**src/logic/ccg_pkg.sv**
```systemverilog
package ccg_pkg;
    localparam int unsigned SLOW_CLOCK_HZ = 32768;
    localparam int unsigned ADDR_W = 8;
    localparam logic [7:0] OFF_OSC_CTRL = 8'h00;
    localparam logic [7:0] OFF_FREQ = 8'h04;
    localparam logic [7:0] OFF_PLL_A = 8'h08;
    localparam logic [7:0] OFF_PLL_B = 8'h0c;
    localparam logic [7:0] OFF_STATUS = 8'h10;
    localparam logic [7:0] OFF_IRQ_STATUS = 8'h14;
    localparam logic [7:0] OFF_IRQ_CLEAR = 8'h18;
    localparam logic [7:0] OFF_IRQ_MASK = 8'h1c;
    localparam int OSC_EN_BIT = 0;
    localparam int BYPASS_BIT = 1;
    localparam int OSC_CNT_LSB = 8;
    localparam int OSC_CNT_W = 8;
    localparam int PRESCALE_W = 3;
    localparam int FREQ_CNT_W = 16;
    localparam int FREQ_DONE_BIT = 16;
    localparam logic [4:0] MEASURE_FALLS = 5'h10;
    localparam int DIV_LSB = 0;
    localparam int DIV_W = 8;
    localparam int SETTLE_LSB = 8;
    localparam int SETTLE_W = 6;
    localparam int FACTOR_LSB = 16;
    localparam int FACTOR_W = 11;
    localparam int EV_OSC_STABLE = 0;
    localparam int EV_PLL_A = 1;
    localparam int EV_PLL_B = 2;
    localparam int EV_FREQ_DONE = 3;
    localparam int EV_W = 4;
    localparam logic [31:0] RESET_WORD = 32'h0000_0000;
    localparam logic [1:0] RESP_OKAY = 2'h0;
    localparam logic [1:0] RESP_SLVERR = 2'h2;
endpackage

```
**src/logic/ccg_pll_lock.sv**
```systemverilog
`timescale 1ns/1ps
`default_nettype none
module ccg_pll_lock (
    input wire logic aclk,
    input wire logic aresetn,
    input wire logic cfg_write,
    input wire logic [31:0] cfg_wdata,
    input wire logic slow_tick,
    output logic [31:0] cfg_word,
    output logic [7:0] ratio,
    output logic [10:0] factor,
    output logic running,
    output logic settled
);
    logic [7:0] ratio_reg;
    logic [10:0] factor_reg;
    logic [5:0] settle_reg;
    logic [5:0] count_reg;
    logic settled_reg;
    logic [7:0] ratio_next;
    logic [10:0] factor_next;
    logic [5:0] settle_next;
    logic changed;

    assign ratio_next = cfg_wdata[ccg_pkg::DIV_LSB +: ccg_pkg::DIV_W];
    assign factor_next = cfg_wdata[ccg_pkg::FACTOR_LSB +: ccg_pkg::FACTOR_W];
    assign settle_next = cfg_wdata[ccg_pkg::SETTLE_LSB +: ccg_pkg::SETTLE_W];
    // a rewrite of identical values leaves a settled pll alone
    assign changed = cfg_write && ({ratio_next, factor_next, settle_next} != {ratio_reg, factor_reg, settle_reg});
    // ratio 0 or factor 0 keeps the analog cell stopped and its output low
    assign running = (ratio_reg != 8'h00) && (factor_reg != 11'h000);

    always_ff @(posedge aclk) begin
        if (!aresetn) begin
            ratio_reg <= 8'h00;
            factor_reg <= 11'h000;
            settle_reg <= 6'h00;
            count_reg <= 6'h00;
            settled_reg <= 1'b0;
        end else if (changed) begin
            ratio_reg <= ratio_next;
            factor_reg <= factor_next;
            settle_reg <= settle_next;
            count_reg <= settle_next;
            settled_reg <= 1'b0;
        end else if (!running) begin
            settled_reg <= 1'b0;
        end else if (slow_tick && !settled_reg) begin
            if (count_reg == 6'h00) begin
                settled_reg <= 1'b1;
            end else begin
                count_reg <= count_reg - 6'h01;
            end
        end
    end

    assign cfg_word = {5'h00, factor_reg, 2'h0, settle_reg, ratio_reg};
    assign ratio = ratio_reg;
    assign factor = factor_reg;
    assign settled = settled_reg;
endmodule
`default_nettype wire

```
**src/logic/ccg_clock_ctrl.sv**
```systemverilog
// The AXI4-Lite interface to the registers and the address map were decided locally.
`timescale 1ns/1ps
`default_nettype none
module ccg_clock_ctrl (
    input wire logic aclk,
    input wire logic aresetn,
    input wire logic [7:0] s_axi_awaddr,
    input wire logic s_axi_awvalid,
    output logic s_axi_awready,
    input wire logic [31:0] s_axi_wdata,
    input wire logic [3:0] s_axi_wstrb,
    input wire logic s_axi_wvalid,
    output logic s_axi_wready,
    output logic [1:0] s_axi_bresp,
    output logic s_axi_bvalid,
    input wire logic s_axi_bready,
    input wire logic [7:0] s_axi_araddr,
    input wire logic s_axi_arvalid,
    output logic s_axi_arready,
    output logic [31:0] s_axi_rdata,
    output logic [1:0] s_axi_rresp,
    output logic s_axi_rvalid,
    input wire logic s_axi_rready,
    input wire logic slow_clock,
    input wire logic main_osc_clock,
    output logic osc_enable,
    output logic external_clock_select,
    output logic osc_stable,
    output logic slow_clock_selected,
    output logic [7:0] pll_a_ratio,
    output logic [10:0] pll_a_factor,
    output logic pll_a_run,
    output logic [7:0] pll_b_ratio,
    output logic [10:0] pll_b_factor,
    output logic pll_b_run,
    output logic irq
);
    typedef enum logic [3:0] {
        MEAS_IDLE = 4'h1,
        MEAS_WAIT_RISE = 4'h2,
        MEAS_COUNT = 4'h4,
        MEAS_DONE = 4'h8
    } ccg_meas_t;

    function automatic logic [31:0] merge(input logic [31:0] old_v, input logic [31:0] new_v,
                                          input logic [3:0] strb);
        logic [31:0] res;
        res = old_v;
        for (int i = 0; i < 4; i++) begin
            if (strb[i]) begin
                res[i*8 +: 8] = new_v[i*8 +: 8];
            end
        end
        return res;
    endfunction

    ////////////////////////////////////////////////////////////////////////////////
    // input synchronisers and edge detection

    logic slow_s1_reg, slow_s2_reg, slow_s3_reg;
    logic main_s1_reg, main_s2_reg, main_s3_reg;
    logic slow_rise, slow_fall, main_rise;

    // both clocks are slower than aclk; first stage feeds only the second
    always_ff @(posedge aclk) begin
        if (!aresetn) begin
            slow_s1_reg <= 1'b0;
            slow_s2_reg <= 1'b0;
            slow_s3_reg <= 1'b0;
            main_s1_reg <= 1'b0;
            main_s2_reg <= 1'b0;
            main_s3_reg <= 1'b0;
        end else begin
            slow_s1_reg <= slow_clock;
            slow_s2_reg <= slow_s1_reg;
            slow_s3_reg <= slow_s2_reg;
            main_s1_reg <= main_osc_clock;
            main_s2_reg <= main_s1_reg;
            main_s3_reg <= main_s2_reg;
        end
    end

    // every slow clock derived counter steps on these edges
    assign slow_rise = slow_s2_reg && !slow_s3_reg;
    assign slow_fall = !slow_s2_reg && slow_s3_reg;
    // limitation: main clock is only counted exactly below aclk / 2
    assign main_rise = main_s2_reg && !main_s3_reg;

    ////////////////////////////////////////////////////////////////////////////////
    // axi4-lite write path

    logic aw_held_reg, w_held_reg, bvalid_reg;
    logic [7:0] aw_addr_reg;
    logic [31:0] w_data_reg;
    logic [3:0] w_strb_reg;
    logic [1:0] bresp_reg;
    logic wr_fire;
    logic wr_osc, wr_pll_a, wr_pll_b, wr_clear, wr_mask, wr_hit;

    assign s_axi_awready = !aw_held_reg && !bvalid_reg;
    assign s_axi_wready = !w_held_reg && !bvalid_reg;
    assign wr_fire = aw_held_reg && w_held_reg && !bvalid_reg;
    assign wr_osc = wr_fire && (aw_addr_reg == ccg_pkg::OFF_OSC_CTRL);
    assign wr_pll_a = wr_fire && (aw_addr_reg == ccg_pkg::OFF_PLL_A);
    assign wr_pll_b = wr_fire && (aw_addr_reg == ccg_pkg::OFF_PLL_B);
    assign wr_clear = wr_fire && (aw_addr_reg == ccg_pkg::OFF_IRQ_CLEAR);
    assign wr_mask = wr_fire && (aw_addr_reg == ccg_pkg::OFF_IRQ_MASK);
    assign wr_hit = wr_osc || wr_pll_a || wr_pll_b || wr_clear || wr_mask;

    always_ff @(posedge aclk) begin
        if (!aresetn) begin
            aw_held_reg <= 1'b0;
            w_held_reg <= 1'b0;
            bvalid_reg <= 1'b0;
            aw_addr_reg <= 8'h00;
            w_data_reg <= ccg_pkg::RESET_WORD;
            w_strb_reg <= 4'h0;
            bresp_reg <= ccg_pkg::RESP_OKAY;
        end else begin
            if (s_axi_awvalid && s_axi_awready) begin
                aw_held_reg <= 1'b1;
                aw_addr_reg <= {s_axi_awaddr[7:2], 2'h0};
            end
            if (s_axi_wvalid && s_axi_wready) begin
                w_held_reg <= 1'b1;
                w_data_reg <= s_axi_wdata;
                w_strb_reg <= s_axi_wstrb;
            end
            if (wr_fire) begin
                aw_held_reg <= 1'b0;
                w_held_reg <= 1'b0;
                bvalid_reg <= 1'b1;
                // read-only and unmapped words answer with slverr and change nothing
                bresp_reg <= wr_hit ? ccg_pkg::RESP_OKAY : ccg_pkg::RESP_SLVERR;
            end else if (bvalid_reg && s_axi_bready) begin
                bvalid_reg <= 1'b0;
            end
        end
    end

    assign s_axi_bvalid = bvalid_reg;
    assign s_axi_bresp = bresp_reg;

    ////////////////////////////////////////////////////////////////////////////////
    // main oscillator control and startup counter

    logic [31:0] osc_word, osc_new;
    logic osc_en_reg, bypass_reg, stable_reg, osc_run_reg;
    logic [7:0] osc_count_reg, osc_cnt_reg;
    logic [2:0] prescale_reg;
    logic osc_tick;

    assign osc_word = {16'h0000, osc_count_reg, 6'h00, bypass_reg, osc_en_reg};
    assign osc_new = merge(osc_word, w_data_reg, w_strb_reg);
    // one tick every eighth slow clock period
    assign osc_tick = slow_rise && (prescale_reg == 3'h7);

    always_ff @(posedge aclk) begin
        if (!aresetn) begin
            osc_en_reg <= 1'b0;
            bypass_reg <= 1'b0;
            osc_count_reg <= 8'h00;
            osc_cnt_reg <= 8'h00;
            osc_run_reg <= 1'b0;
            stable_reg <= 1'b0;
            prescale_reg <= 3'h0;
        end else begin
            if (slow_rise) begin
                prescale_reg <= prescale_reg + 3'h1;
            end
            if (wr_osc) begin
                osc_en_reg <= osc_new[ccg_pkg::OSC_EN_BIT];
                bypass_reg <= osc_new[ccg_pkg::BYPASS_BIT];
                osc_count_reg <= osc_new[ccg_pkg::OSC_CNT_LSB +: ccg_pkg::OSC_CNT_W];
            end
            if (wr_osc && !osc_new[ccg_pkg::OSC_EN_BIT]) begin
                stable_reg <= 1'b0;
                osc_run_reg <= 1'b0;
            end else if (wr_osc) begin
                stable_reg <= 1'b0;
                osc_run_reg <= 1'b1;
                osc_cnt_reg <= osc_new[ccg_pkg::OSC_CNT_LSB +: ccg_pkg::OSC_CNT_W];
                prescale_reg <= 3'h0;
            end else if (osc_run_reg && osc_tick) begin
                if (osc_cnt_reg == 8'h00) begin
                    stable_reg <= 1'b1;
                    osc_run_reg <= 1'b0;
                end else begin
                    osc_cnt_reg <= osc_cnt_reg - 8'h01;
                end
            end
        end
    end

    assign osc_enable = osc_en_reg;
    assign external_clock_select = bypass_reg;
    assign osc_stable = stable_reg;
    // the slow clock stays the source until the oscillator is proven stable
    assign slow_clock_selected = !stable_reg;

    ////////////////////////////////////////////////////////////////////////////////
    // main clock frequency measurement

    ccg_meas_t meas_reg, meas_next;
    logic [15:0] freq_cnt_reg;
    logic [4:0] falls_reg;
    logic meas_done;

    always_comb begin
        meas_next = meas_reg;
        case (meas_reg)
            MEAS_IDLE: begin
                if (stable_reg) begin
                    meas_next = MEAS_WAIT_RISE;
                end
            end
            MEAS_WAIT_RISE: begin
                if (slow_rise) begin
                    meas_next = MEAS_COUNT;
                end
            end
            MEAS_COUNT: begin
                if (slow_fall && (falls_reg == ccg_pkg::MEASURE_FALLS - 5'h01)) begin
                    meas_next = MEAS_DONE;
                end
            end
            MEAS_DONE: begin
                meas_next = MEAS_DONE;
            end
            default: begin
                meas_next = MEAS_IDLE;
            end
        endcase
        // losing the oscillator voids any measurement in progress
        if (!stable_reg) begin
            meas_next = MEAS_IDLE;
        end
    end

    always_ff @(posedge aclk) begin
        if (!aresetn) begin
            meas_reg <= MEAS_IDLE;
            freq_cnt_reg <= 16'h0000;
            falls_reg <= 5'h00;
        end else begin
            meas_reg <= meas_next;
            if (meas_reg == MEAS_WAIT_RISE) begin
                freq_cnt_reg <= 16'h0000;
                falls_reg <= 5'h00;
            end else if (meas_reg == MEAS_COUNT) begin
                if (main_rise) begin
                    freq_cnt_reg <= freq_cnt_reg + 16'h0001;
                end
                if (slow_fall) begin
                    falls_reg <= falls_reg + 5'h01;
                end
            end
        end
    end

    assign meas_done = (meas_reg == MEAS_DONE);

    ////////////////////////////////////////////////////////////////////////////////
    // pll a and pll b with their lock counters

    logic [31:0] pll_a_word, pll_b_word;
    logic pll_a_settled, pll_b_settled;

    ccg_pll_lock u_pll_a (
        .aclk(aclk),
        .aresetn(aresetn),
        .cfg_write(wr_pll_a),
        .cfg_wdata(merge(pll_a_word, w_data_reg, w_strb_reg)),
        .slow_tick(slow_rise),
        .cfg_word(pll_a_word),
        .ratio(pll_a_ratio),
        .factor(pll_a_factor),
        .running(pll_a_run),
        .settled(pll_a_settled)
    );

    ccg_pll_lock u_pll_b (
        .aclk(aclk),
        .aresetn(aresetn),
        .cfg_write(wr_pll_b),
        .cfg_wdata(merge(pll_b_word, w_data_reg, w_strb_reg)),
        .slow_tick(slow_rise),
        .cfg_word(pll_b_word),
        .ratio(pll_b_ratio),
        .factor(pll_b_factor),
        .running(pll_b_run),
        .settled(pll_b_settled)
    );

    ////////////////////////////////////////////////////////////////////////////////
    // interrupt status, clear and mask

    logic [3:0] flags, flags_d_reg, ev_status_reg, ev_mask_reg, ev_rise;
    logic [31:0] mask_new;

    // only the low four bits of the merged word are kept
    assign mask_new = merge({28'h0000000, ev_mask_reg}, w_data_reg, w_strb_reg);

    assign flags = {meas_done, pll_b_settled, pll_a_settled, stable_reg};
    assign ev_rise = flags & ~flags_d_reg;

    // a new event in the clearing cycle wins over the clear
    always_ff @(posedge aclk) begin
        if (!aresetn) begin
            flags_d_reg <= 4'h0;
            ev_status_reg <= 4'h0;
            ev_mask_reg <= 4'h0;
        end else begin
            flags_d_reg <= flags;
            ev_status_reg <= (ev_status_reg & ~(wr_clear ? w_data_reg[3:0] : 4'h0)) | ev_rise;
            if (wr_mask) begin
                ev_mask_reg <= mask_new[3:0];
            end
        end
    end

    assign irq = |(ev_status_reg & ev_mask_reg);

    ////////////////////////////////////////////////////////////////////////////////
    // axi4-lite read path

    logic rvalid_reg;
    logic [31:0] rdata_reg, rd_word;
    logic [1:0] rresp_reg;
    logic rd_hit;

    assign s_axi_arready = !rvalid_reg;
    assign rd_hit = (s_axi_araddr[7:2] <= ccg_pkg::OFF_IRQ_MASK[7:2]) && (s_axi_araddr[7:2] != ccg_pkg::OFF_IRQ_CLEAR[7:2]);

    always_comb begin
        case ({s_axi_araddr[7:2], 2'h0})
            ccg_pkg::OFF_OSC_CTRL: rd_word = osc_word;
            ccg_pkg::OFF_FREQ: rd_word = {15'h0000, meas_done, freq_cnt_reg};
            ccg_pkg::OFF_PLL_A: rd_word = pll_a_word;
            ccg_pkg::OFF_PLL_B: rd_word = pll_b_word;
            ccg_pkg::OFF_STATUS: rd_word = {28'h0000000, flags};
            ccg_pkg::OFF_IRQ_STATUS: rd_word = {28'h0000000, ev_status_reg};
            ccg_pkg::OFF_IRQ_MASK: rd_word = {28'h0000000, ev_mask_reg};
            default: rd_word = ccg_pkg::RESET_WORD;
        endcase
    end

    always_ff @(posedge aclk) begin
        if (!aresetn) begin
            rvalid_reg <= 1'b0;
            rdata_reg <= ccg_pkg::RESET_WORD;
            rresp_reg <= ccg_pkg::RESP_OKAY;
        end else if (s_axi_arvalid && s_axi_arready) begin
            rvalid_reg <= 1'b1;
            rdata_reg <= rd_hit ? rd_word : ccg_pkg::RESET_WORD;
            rresp_reg <= rd_hit ? ccg_pkg::RESP_OKAY : ccg_pkg::RESP_SLVERR;
        end else if (rvalid_reg && s_axi_rready) begin
            rvalid_reg <= 1'b0;
        end
    end

    assign s_axi_rvalid = rvalid_reg;
    assign s_axi_rdata = rdata_reg;
    assign s_axi_rresp = rresp_reg;
endmodule
`default_nettype wire

```
**config.mk**
```make
export PLATFORM = sky130hd
export DESIGN_NAME = ccg_clock_ctrl
export DESIGN_NICKNAME = d
export VERILOG_FILES = /design/src/logic/ccg_pkg.sv /design/src/logic/ccg_pll_lock.sv /design/src/logic/ccg_clock_ctrl.sv
export SDC_FILE = /design/constraint.sdc
export NUM_CORES = 1
export LEC_CHECK = 0
export BUFFER_PORTS_ARGS = -buffer_cell sky130_fd_sc_hd__buf_2
export CAP_MARGIN = 20
export CORE_ASPECT_RATIO = 1.4
export CORE_MARGIN = 5
export CORE_UTILIZATION = 50
export DETAILED_ROUTE_END_ITERATION = 8
export GPL_TIMING_DRIVEN = 0
export PLACE_DENSITY = 0.81
export SYNTH_ARGS = -nofsm -noshare
export SYNTH_HDL_FRONTEND = slang
export SYNTH_HIERARCHICAL = 1
export SYNTH_SLANG_ARGS = --single-unit
```
**constraint.sdc**
```tcl
create_clock -name aclk -period 3.3 [get_ports aclk]
set_input_delay 0.165 -clock aclk [delete_from_list [all_inputs] [get_ports aclk]]
set_output_delay 0.165 -clock aclk [all_outputs]
set_load 0.05 [all_outputs]
```
==> results.rst, run 1 <==
.. list-table::
   :header-rows: 1

   * - Metric
     - Value
   * - Max Freq
     - 0.336 GHz
   * - Flip-flop count of the largest register after layout
     - 32
   * - Fillcell total
     - 1852
   * - Area of the die
     - 0.0246 mm2
   * - Count of routing violations after the opening detailed-route iteration
     - 774
   * - All-layer global routing usage
     - 27.0%
   * - Io pins
     - 147
   * - Worst-case setup slack after placement
     - 0.298 ns
   * - Antenna violations before repair
     - 0
   * - GR Util met3
     - 3.57%
   * - Detailed-router iteration count before antenna repair
     - 7
   * - Arrival @ worst endpoint
     - 3.32 ns
   * - Combined flip-flop and latch cell area
     - 0.00410 mm2
   * - Instance count of the mapped netlist
     - 1323
   * - Post-route cell area
     - 0.0129 mm2
   * - Drt via density
     - 5.76
   * - Latest clock arrival within the worst-skew pair
     - 0.50 ns
   * - H-tree depth
     - 1
   * - Ratio of final minimum period to clock period
     - 90.1%
   * - CTS tree
     - built
   * - Global-route wire length before repair
     - 52600 um
   * - Post-DR wirelength/cell
     - 19.1 um
   * - Final weighted congestion in routability-driven placement
     - 0.961
   * - Met2 capacity usage during global routing
     - 46.8%
   * - Placeable core region
     - 0.0212 mm2
   * - Wirelength, routed
     - 34500 um
   * - Nature of the critical path startpoint
     - flip-flop
   * - Input/output buffers
     - 134
   * - Root Buffer
     - sky130_fd_sc_hd__clkbuf_16
   * - X dimension of the die
     - 134 um
   * - Required time of the critical path
     - 3.65 ns
   * - Final hold violation count
     - 0
   * - RSZ-0062 raised after global routing
     - false
   * - Clock period minus final worst setup slack
     - 2.97 ns
   * - Final global-route overflow total
     - 0
   * - Setup violations, final
     - 0
   * - MaxCap Viol Count
     - 0
   * - Final core area utilization
     - 60.8%
   * - Via count of the first global-routing pass
     - 10079
   * - Clock buffer count from CTS
     - 21
   * - Relative slew slack
     - 39.2%
   * - Number of warning messages in the yosys log
     - 6
   * - Number of setup buffers added after CTS
     - 0
   * - Accumulated negative setup slack
     - 0 ns
   * - Critical Path Fanout Max
     - 10
   * - Combined area of the multi-input logic cells
     - 0.00563 mm2
   * - Final count of pins violating max slew
     - 0
   * - Grt met1 use
     - 28.9%
   * - Crit path capture type
     - flip-flop
   * - Worst setup margin
     - 0.325 ns
   * - FP Rows
     - 63
   * - Starting density of the core
     - 50.6%
   * - VDD IR-drop max
     - 380 uV
   * - Longest Clk Path Bufs
     - 3
   * - Height of the die
     - 183 um
   * - Num Clock Sinks
     - 205
   * - Detailed placement HPWL
     - 25800 um
   * - Post-route DRC violation count
     - 0
   * - Post-Route Skew
     - 0.0134 ns
   * - Total leakage power
     - 5.26 nW
   * - Slew at the pin with the worst max-slew slack
     - 0.912 ns
   * - Clock edge transition at the registers on the reported setup and hold paths
     - 0.06 ns
   * - Antenna Nets Post-Route
     - 0
   * - Post-Synthesis Mean Instance Area
     - 8.12 um2
   * - Number of nets at the end of the flow
     - 1607
   * - CP Class
     - flip-flop to flip-flop
   * - Synthesis-to-finish area growth
     - 20.0%
   * - Post-Synthesis Cell Area
     - 0.0107 mm2
   * - Total number of vias
     - 10406
   * - Post-Place Cell Area
     - 0.0118 mm2
   * - Areal power density over the cells
     - 416 mW/mm2
   * - Status
     - complete, no violations
   * - Routing layer with the top usage in global route
     - met2
   * - Ratio of cells with drive above 1 in the final layout
     - 16.6%
   * - Antenna diodes
     - 0
   * - Largest net degree at the start of global routing
     - 14
   * - Tightest Hold Check Type
     - input pin to flip-flop
==> repair_timing <==
| item | CTS | global route |
|---|---|---|
| hold endpoints to repair | 42 | 0 |
| resized for setup | 0 | 2 |
| endpoints found under the setup margin | 0 | 12 |
| hold buffers | 43 | 0 |
==> per-stage QoR <==
stage / std cells / total power [mW] / hold WS [ns]
after CTS: 1807 / 5.37 / 0.0696
after floorplan: 1336 / 2.88 / 0.292
after global placement: 1730 / 3.02 / 0.372
after global routing: 1807 / 5.51 / 0.0967
after detailed placement: 1731 / 3.03 / 0.377
final: 1807 / 5.36 / 0.0711
==> power by group <==
group          leakage, nW  total [mW]  internal [mW]  switching (mW)
sequential            1.66        2.56           2.52          0.0375
combinational         3.27       0.473          0.171           0.301
clock                0.326        2.34           1.37           0.968
==> layout by cell type, fill, tap and decap left out, types with 22 or more instances in the layout <==
cell                            count
sky130_fd_sc_hd__dlygate4sd3_1     43
sky130_fd_sc_hd__mux2i_1           56
sky130_fd_sc_hd__xor2_1            63
sky130_fd_sc_hd__inv_1             76
sky130_fd_sc_hd__nand2_1          231
sky130_fd_sc_hd__clkbuf_1          55
sky130_fd_sc_hd__a21boi_0          47
sky130_fd_sc_hd__nand3_1           22
sky130_fd_sc_hd__nor4_1            30
sky130_fd_sc_hd__nor2_1            65
sky130_fd_sc_hd__buf_4             54
sky130_fd_sc_hd__a21oi_1           32
sky130_fd_sc_hd__dfxtp_1          205
sky130_fd_sc_hd__o21ai_0          114
sky130_fd_sc_hd__buf_2            146
==> critical path: stages, from the launching register on <==
cell and delay, ns:
sky130_fd_sc_hd__dfxtp_1 0.33, sky130_fd_sc_hd__clkbuf_1 0.36, sky130_fd_sc_hd__clkbuf_2 0.28, sky130_fd_sc_hd__clkbuf_1 0.31, sky130_fd_sc_hd__o21ai_0 0.25, sky130_fd_sc_hd__xor2_1 0.21
sky130_fd_sc_hd__nor4_2 0.29, sky130_fd_sc_hd__nand4_1 0.16, sky130_fd_sc_hd__o21ai_0 0.49, sky130_fd_sc_hd__a211oi_1 0.14
==> metal layers <==
metal,vias to the layer above,routed length (um)
met5,-,0
met4,0,3320
met3,160,2180
met2,490,16500
met1,4852,12400
li1,4904,-
==> worst paths after layout <==
kind / from / end / slack, ns / cells after the start
worst max-delay path: w_strb_reg[1] / u_pll_b/count_reg[5] / 0.33 / 9
worst min-delay path: aresetn / u_pll_b/settled / 0.07 / 3
worst max register to register: w_strb_reg[1] / u_pll_b/count_reg[5] / 0.33 / 9
worst min register to register: slow_s1_reg / slow_s2_reg / 0.44 / 1
==> area by class of cell <==
type | count | area share (%)
buffer | 132 | 6.00
clock buffer | 29 | 4.78
clock inverter | 4 | 0.369
inverter | 76 | 2.21
multi-input combinational | 923 | 43.7
sequential | 205 | 31.9
tap | 260 | 2.53
timing repair buffer | 178 | 8.59
Note: power is estimated with default switching activity, not from simulation.
==> inputs of run 2 (changes only) <==
--- a/config.mk
+++ b/config.mk
@@ -9,10 +9,11 @@
 export CAP_MARGIN = 20
 export CORE_ASPECT_RATIO = 1.4
 export CORE_MARGIN = 5
-export CORE_UTILIZATION = 50
+export CORE_UTILIZATION = 55
 export DETAILED_ROUTE_END_ITERATION = 8
 export GPL_TIMING_DRIVEN = 0
-export PLACE_DENSITY = 0.81
+export PLACE_DENSITY = 0.75
+export SKIP_CTS_REPAIR_TIMING = 1
 export SYNTH_ARGS = -nofsm -noshare
 export SYNTH_HDL_FRONTEND = slang
 export SYNTH_HIERARCHICAL = 1
==> run 2 against run 1 <==
Combinational power is 2% lower. Utilization is 6.5 points higher. First-iteration DRC count is 8.5% higher. Clock power is 7% higher. Final cell count is 0.44% lower. Critical path depth is 2 lower. Count of clock-buffer cells in the layout is 1 lower. Die area is 8.5% lower. Design area is 0.37% higher. Hold slack worse by 0.020 ns. Critical endpoint is now u_pll_a/count_reg[4]. Largest power group unchanged. Highest routed layer unchanged.
==> results.rst, run 2 (synthesis gave the netlist of run 1 again) <==
.. list-table::
   :header-rows: 1

   * - Metric
     - Value
   * - Status
     - complete, no violations
   * - Post-Route Skew
     - 0.0140 ns
   * - Height of the die
     - 175 um
   * - Final Instance Count excl. Fillers
     - 1799
   * - Detailed placement HPWL
     - 25400 um
   * - Worst R2R Path Depth
     - 7
   * - Reg-to-reg setup timing slack
     - 0.18 ns
   * - VDD IR-drop max
     - 608 uV
   * - Worst stage delay on the critical path
     - 0.80 ns
   * - Nature of the critical path startpoint
     - flip-flop
   * - Wirelength, routed
     - 34100 um
   * - Critical-path top delay cell
     - sky130_fd_sc_hd__nor3_1
   * - Destination of the worst register-to-register timing path
     - u_pll_a/count_reg[4]
   * - Relative slew slack
     - 29.3%
   * - Latest clock arrival within the worst-skew pair
     - 0.51 ns
   * - All-layer global routing usage
     - 28.5%
   * - Critical path startpoint
     - aw_addr_reg[5]
   * - Critical Path Fanout Max
     - 10
   * - Detailed-router iteration count before antenna repair
     - 6
   * - Synthesis-to-finish area growth
     - 20.4%
   * - H-tree depth
     - 1
   * - Area of the die
     - 0.0225 mm2
   * - Tightest Hold Check Type
     - input pin to flip-flop
   * - Required time of the critical path
     - 3.71 ns
   * - Root Buffer
     - sky130_fd_sc_hd__clkbuf_16
   * - Global-route wire length before repair
     - 51200 um
   * - Start point of the worst hold path
     - aresetn
   * - Timing endpoint of the critical path
     - u_pll_a/count_reg[4]
   * - Post-DR wirelength/cell
     - 18.9 um
   * - Drt via density
     - 5.68
   * - Clock period minus final worst setup slack
     - 3.12 ns
   * - RSZ-0062 raised after global routing
     - false
   * - FP Rows
     - 60
   * - Io pins
     - 147
   * - Longest Clk Path Bufs
     - 3
   * - Crit path capture type
     - flip-flop
   * - Crit path cell chain
     - or3_1 > nor2_1 > nand2_1 > nor3_1 > buf_1 > o21ai_0 > a211oi_1
   * - Count of placed standard cells including taps
     - 1719
   * - Antenna violations before repair
     - 1
   * - Starting density of the core
     - 55.9%
   * - Max Freq
     - 0.320 GHz
   * - Commonest cells after routing, fill and taps aside
     - sky130_fd_sc_hd__nand2_1 (231), sky130_fd_sc_hd__dfxtp_1 (205), sky130_fd_sc_hd__buf_2 (145)
   * - Accumulated negative setup slack
     - 0 ns
   * - Clock edge transition at the registers on the reported setup and hold paths
     - 0.06 ns
   * - Ratio of final minimum period to clock period
     - 94.6%
   * - Antenna Nets Post-Route
     - 0
   * - Via count of the first global-routing pass
     - 9692
   * - Final global-route overflow total
     - 0
   * - Areal power density over the cells
     - 427 mW/mm2
   * - Most common cell after layout, fill and taps aside
     - sky130_fd_sc_hd__nand2_1
   * - Flip-flop count of the largest register after layout
     - 32
   * - Clock buffer count from CTS
     - 21
   * - Count of routing violations after the opening detailed-route iteration
     - 840
   * - Critical R2R Launch
     - aw_addr_reg[5]
   * - Post-route DRC violation count
     - 0
   * - Total number of vias
     - 10216
   * - Num Clock Sinks
     - 205
   * - Number of nets at the end of the flow
     - 1606
   * - CP Class
     - flip-flop to flip-flop
   * - CTS tree
     - built
   * - Placeable core region
     - 0.0192 mm2
   * - Setup violations, final
     - 0
   * - X dimension of the die
     - 128 um
   * - Ratio of cells with drive above 1 in the final layout
     - 17.0%
   * - MaxCap Viol Count
     - 0
   * - Arrival @ worst endpoint
     - 3.53 ns
   * - Largest net degree at the start of global routing
     - 16
   * - Final weighted congestion in routability-driven placement
     - 0.947
   * - Total leakage power
     - 5.29 nW
   * - Final count of pins violating max slew
     - 0
   * - Input/output buffers
     - 134
   * - Slew at the pin with the worst max-slew slack
     - 1.05 ns
   * - Final hold violation count
     - 0
==> run 2: cell count changes in the layout (fill, tap and decap cells not counted), sizes merged <==
cell,change
diode,+1
buf,-1
dlygate4sd3,-1
clkinv,+3
bufinv,+1
clkbuf,-1
clkdlybuf4s15,+1
inv,+1
==> run 2: critical path, delay by kind of cell, from the launching register on <==
family                 cells  cell delay [ns]
AOI/OAI and AO/OA          2             0.68
buffers and inverters      1             0.59
DFF                        1             0.33
and+or+nand+nor            4             1.42
==> run 2: area by class of cell <==
class	instances	area [um2]
Sequential cell	205	4100
Clock buffer	28	622
Clock inverter	9	105
Timing Repair Buffer	177	1100
Buffer	132	773
Multi-Input combinational cell	923	5630
Antenna cell	1	2.50
Tap cell	248	310
Fill cell	1706	6290
Inverter	76	285
==> run 2: how the worst min path moves through the flow <==
stage,end,slack (ns),cells past startpoint
2_1_floorplan,main_s1_reg,0.29,1
3_3_place_gp,main_s1_reg,0.37,2
3_5_place_dp,main_s1_reg,0.37,2
4_1_cts,main_s1_reg,-0.14,2
5_1_grt,u_pll_b/settled,0.04,3
6_report,u_pll_b/settled,0.05,3
==> run 2: metrics by stage <==
step | setup slack [ns] | hold slack, ns | power (mW) | utilization [%] | instance area, um2
3_3_place_gp | 0.223 | 0.371 | 3.02 | 61.2 | 11800
5_1_grt | 0.135 | 0.0402 | 5.69 | 67.3 | 12900
3_5_place_dp | 0.257 | 0.375 | 3.02 | 61.3 | 11800
4_1_cts | 0.213 | -0.143 | 5.50 | 65.1 | 12500
6_report | 0.179 | 0.0506 | 5.53 | 67.3 | 12900
2_1_floorplan | 0.895 | 0.292 | 2.88 | - | 10800
==> run 2: per-layer routing <==
metal	global-route usage, %	up-vias	wire (um)
met2	49.8	455	16700
li1	-	4906	-
met1	33.5	4722	12900
met3	3.92	133	2190
met5	0	-	0
met4	15.4	0	2290
==> run 2: power breakdown <==
part	switching, mW	leakage [nW]	internal (mW)
clock	1.02	0.362	1.48
combinational	0.293	3.27	0.170
sequential	0.0399	1.66	2.52
total	1.36	5.29	4.17
==> inputs of run 3 (changes only) <==
--- a/config.mk
+++ b/config.mk
@@ -13,6 +13,7 @@
 export DETAILED_ROUTE_END_ITERATION = 8
 export GPL_TIMING_DRIVEN = 0
 export PLACE_DENSITY = 0.75
+export RECOVER_POWER = 50
 export SKIP_CTS_REPAIR_TIMING = 1
 export SYNTH_ARGS = -nofsm -noshare
 export SYNTH_HDL_FRONTEND = slang
==> run 3 against run 2 <==
The run now ends with capacitance limit left. Highest routed layer unchanged. Design area is 0.96% lower. First-iteration DRC count fell by 3.7%. Non-clock buffer count unchanged. Register-to-register slack better by 0.03 ns. Sequential power about the same.
==> results.rst, run 3 (synthesis gave the netlist of run 1 again) <==
.. list-table::
   :header-rows: 1

   * - Metric
     - Value
   * - Commonest cells after routing, fill and taps aside
     - sky130_fd_sc_hd__nand2_1 (231), sky130_fd_sc_hd__dfxtp_1 (205), sky130_fd_sc_hd__clkbuf_1 (139)
   * - VDD IR-drop max
     - 608 uV
   * - Slew at the pin with the worst max-slew slack
     - 1.48 ns
   * - Clock buffer count from CTS
     - 21
   * - Latest clock arrival within the worst-skew pair
     - 0.51 ns
   * - Detailed placement HPWL
     - 25400 um
   * - Worst setup margin
     - 0.206 ns
   * - Ratio of final minimum period to clock period
     - 93.7%
   * - Height of the die
     - 175 um
   * - Area of the die
     - 0.0225 mm2
   * - Count of routing violations after the opening detailed-route iteration
     - 809
   * - MaxCap Viol Count
     - 1
   * - Tightest Hold Check Type
     - input pin to flip-flop
   * - Io pins
     - 147
   * - Critical R2R Launch
     - aw_addr_reg[5]
   * - CTS tree
     - built
   * - CP Class
     - flip-flop to flip-flop
   * - Arrival @ worst endpoint
     - 3.50 ns
   * - Total leakage power
     - 4.91 nW
   * - Most common cell after layout, fill and taps aside
     - sky130_fd_sc_hd__nand2_1
   * - Post-DR wirelength/cell
     - 18.9 um
   * - Largest net degree at the start of global routing
     - 16
   * - Starting density of the core
     - 55.9%
   * - RSZ-0062 raised after global routing
     - false
   * - Failing checks
     - capacitance limit
   * - Accumulated negative setup slack
     - 0 ns
   * - Required time of the critical path
     - 3.71 ns
   * - Synthesis-to-finish area growth
     - 19.3%
   * - Crit path capture type
     - flip-flop
   * - Ratio of cells with drive above 1 in the final layout
     - 11.3%
   * - Global-route wire length before repair
     - 51200 um
   * - Worst stage delay on the critical path
     - 0.79 ns
   * - Tot Pwr
     - 5.52 mW
   * - Final count of pins violating max slew
     - 0
   * - Total number of vias
     - 10210
   * - All-layer global routing usage
     - 28.5%
   * - Wirelength, routed
     - 34000 um
   * - Final weighted congestion in routability-driven placement
     - 0.947
   * - Top cell family by delay on the critical path
     - simple AND/OR/NAND/NOR gates
   * - Setup violations, final
     - 0
   * - Status
     - finished, violations left
   * - Longest Clk Path Bufs
     - 3
   * - Flip-flop count of the largest register after layout
     - 32
   * - Worst-case setup slack after placement
     - 0.257 ns
   * - Post-route DRC violation count
     - 0
   * - Post-Route Skew
     - 0.0120 ns
   * - Nature of the critical path startpoint
     - flip-flop
   * - Sum of buffers and inverters on the critical path
     - 1
   * - Antenna Nets Post-Route
     - 0
   * - Num Clock Sinks
     - 205
   * - Critical-path top delay cell
     - sky130_fd_sc_hd__nor3_1
   * - Root Buffer
     - sky130_fd_sc_hd__clkbuf_16
   * - Drt via density
     - 5.68
   * - FP Rows
     - 60
   * - Detailed-router iteration count before antenna repair
     - 6
   * - Final hold violation count
     - 0
   * - Clock edge transition at the registers on the reported setup and hold paths
     - 0.07 ns
   * - Areal power density over the cells
     - 431 mW/mm2
   * - Via count of the first global-routing pass
     - 9692
   * - Critical Path Fanout Max
     - 10
   * - Critical path startpoint
     - aw_addr_reg[5]
   * - Relative slew slack
     - 0.198%
   * - Final global-route overflow total
     - 0
   * - X dimension of the die
     - 128 um
   * - Input/output buffers
     - 134
   * - Clock period minus final worst setup slack
     - 3.09 ns
   * - Number of nets at the end of the flow
     - 1606
   * - Start point of the worst hold path
     - aresetn
   * - Crit path cell chain
     - or3_1 > nor2_1 > nand2_1 > nor3_1 > buf_1 > o21ai_0 > a211oi_1
   * - Placeable core region
     - 0.0192 mm2
   * - Max Freq
     - 0.323 GHz
   * - Antenna violations before repair
     - 1
   * - H-tree depth
     - 1
run 3: worst paths after layout:
| kind | to | slack [ns] | cells after the start |
|---|---|---|---|
| worst min register to register | slow_s2_reg | 0.44 | 1 |
| worst max-delay path | u_pll_a/count_reg[4] | 0.21 | 7 |
| worst max register to register | u_pll_a/count_reg[4] | 0.21 | 7 |
| worst min-delay path | u_pll_b/settled | 0.05 | 3 |
run 3: stage by stage:
step	std cells	instance area, um2	util, %	hold slack [ns]
2_1_floorplan	1336	10800	-	0.292
3_3_place_gp	1718	11800	61.2	0.371
3_5_place_dp	1719	11800	61.3	0.375
4_1_cts	1756	12500	65.1	-0.143
5_1_grt	1799	12800	66.6	0.0402
6_report	1799	12800	66.6	0.0467
run 3: worst reg2reg max path, stage by stage, from the launching register on:
cell and delay [ns]:
sky130_fd_sc_hd__dfxtp_1 0.33, sky130_fd_sc_hd__or3_1 0.39, sky130_fd_sc_hd__nor2_1 0.14, sky130_fd_sc_hd__nand2_1 0.08, sky130_fd_sc_hd__nor3_1 0.79, sky130_fd_sc_hd__buf_1 0.58
sky130_fd_sc_hd__o21ai_0 0.37, sky130_fd_sc_hd__a211oi_1 0.30
run 3: layout make-up:
type | count | area [um2]
clock inverter | 9 | 105
inverter | 76 | 285
fill | 1756 | 6410
antenna | 1 | 2.50
tap | 248 | 310
buffer | 132 | 768
clock buffer | 28 | 622
multi-input combinational | 923 | 5610
sequential | 205 | 4100
timing repair buffer | 177 | 998
run 3: where the power goes:
group          switching [mW]  leakage, nW  internal [mW]
Combinational           0.293         2.89          0.168
Clock                    1.03        0.362           1.48
Sequential             0.0395         1.66           2.52
run 3: metal layers:
layer	part of all wire, %	GRT usage, %
met1	37	33.5
met2	49	49.8
met3	7.1	3.92
met4	6.5	15.4
met5	0	0
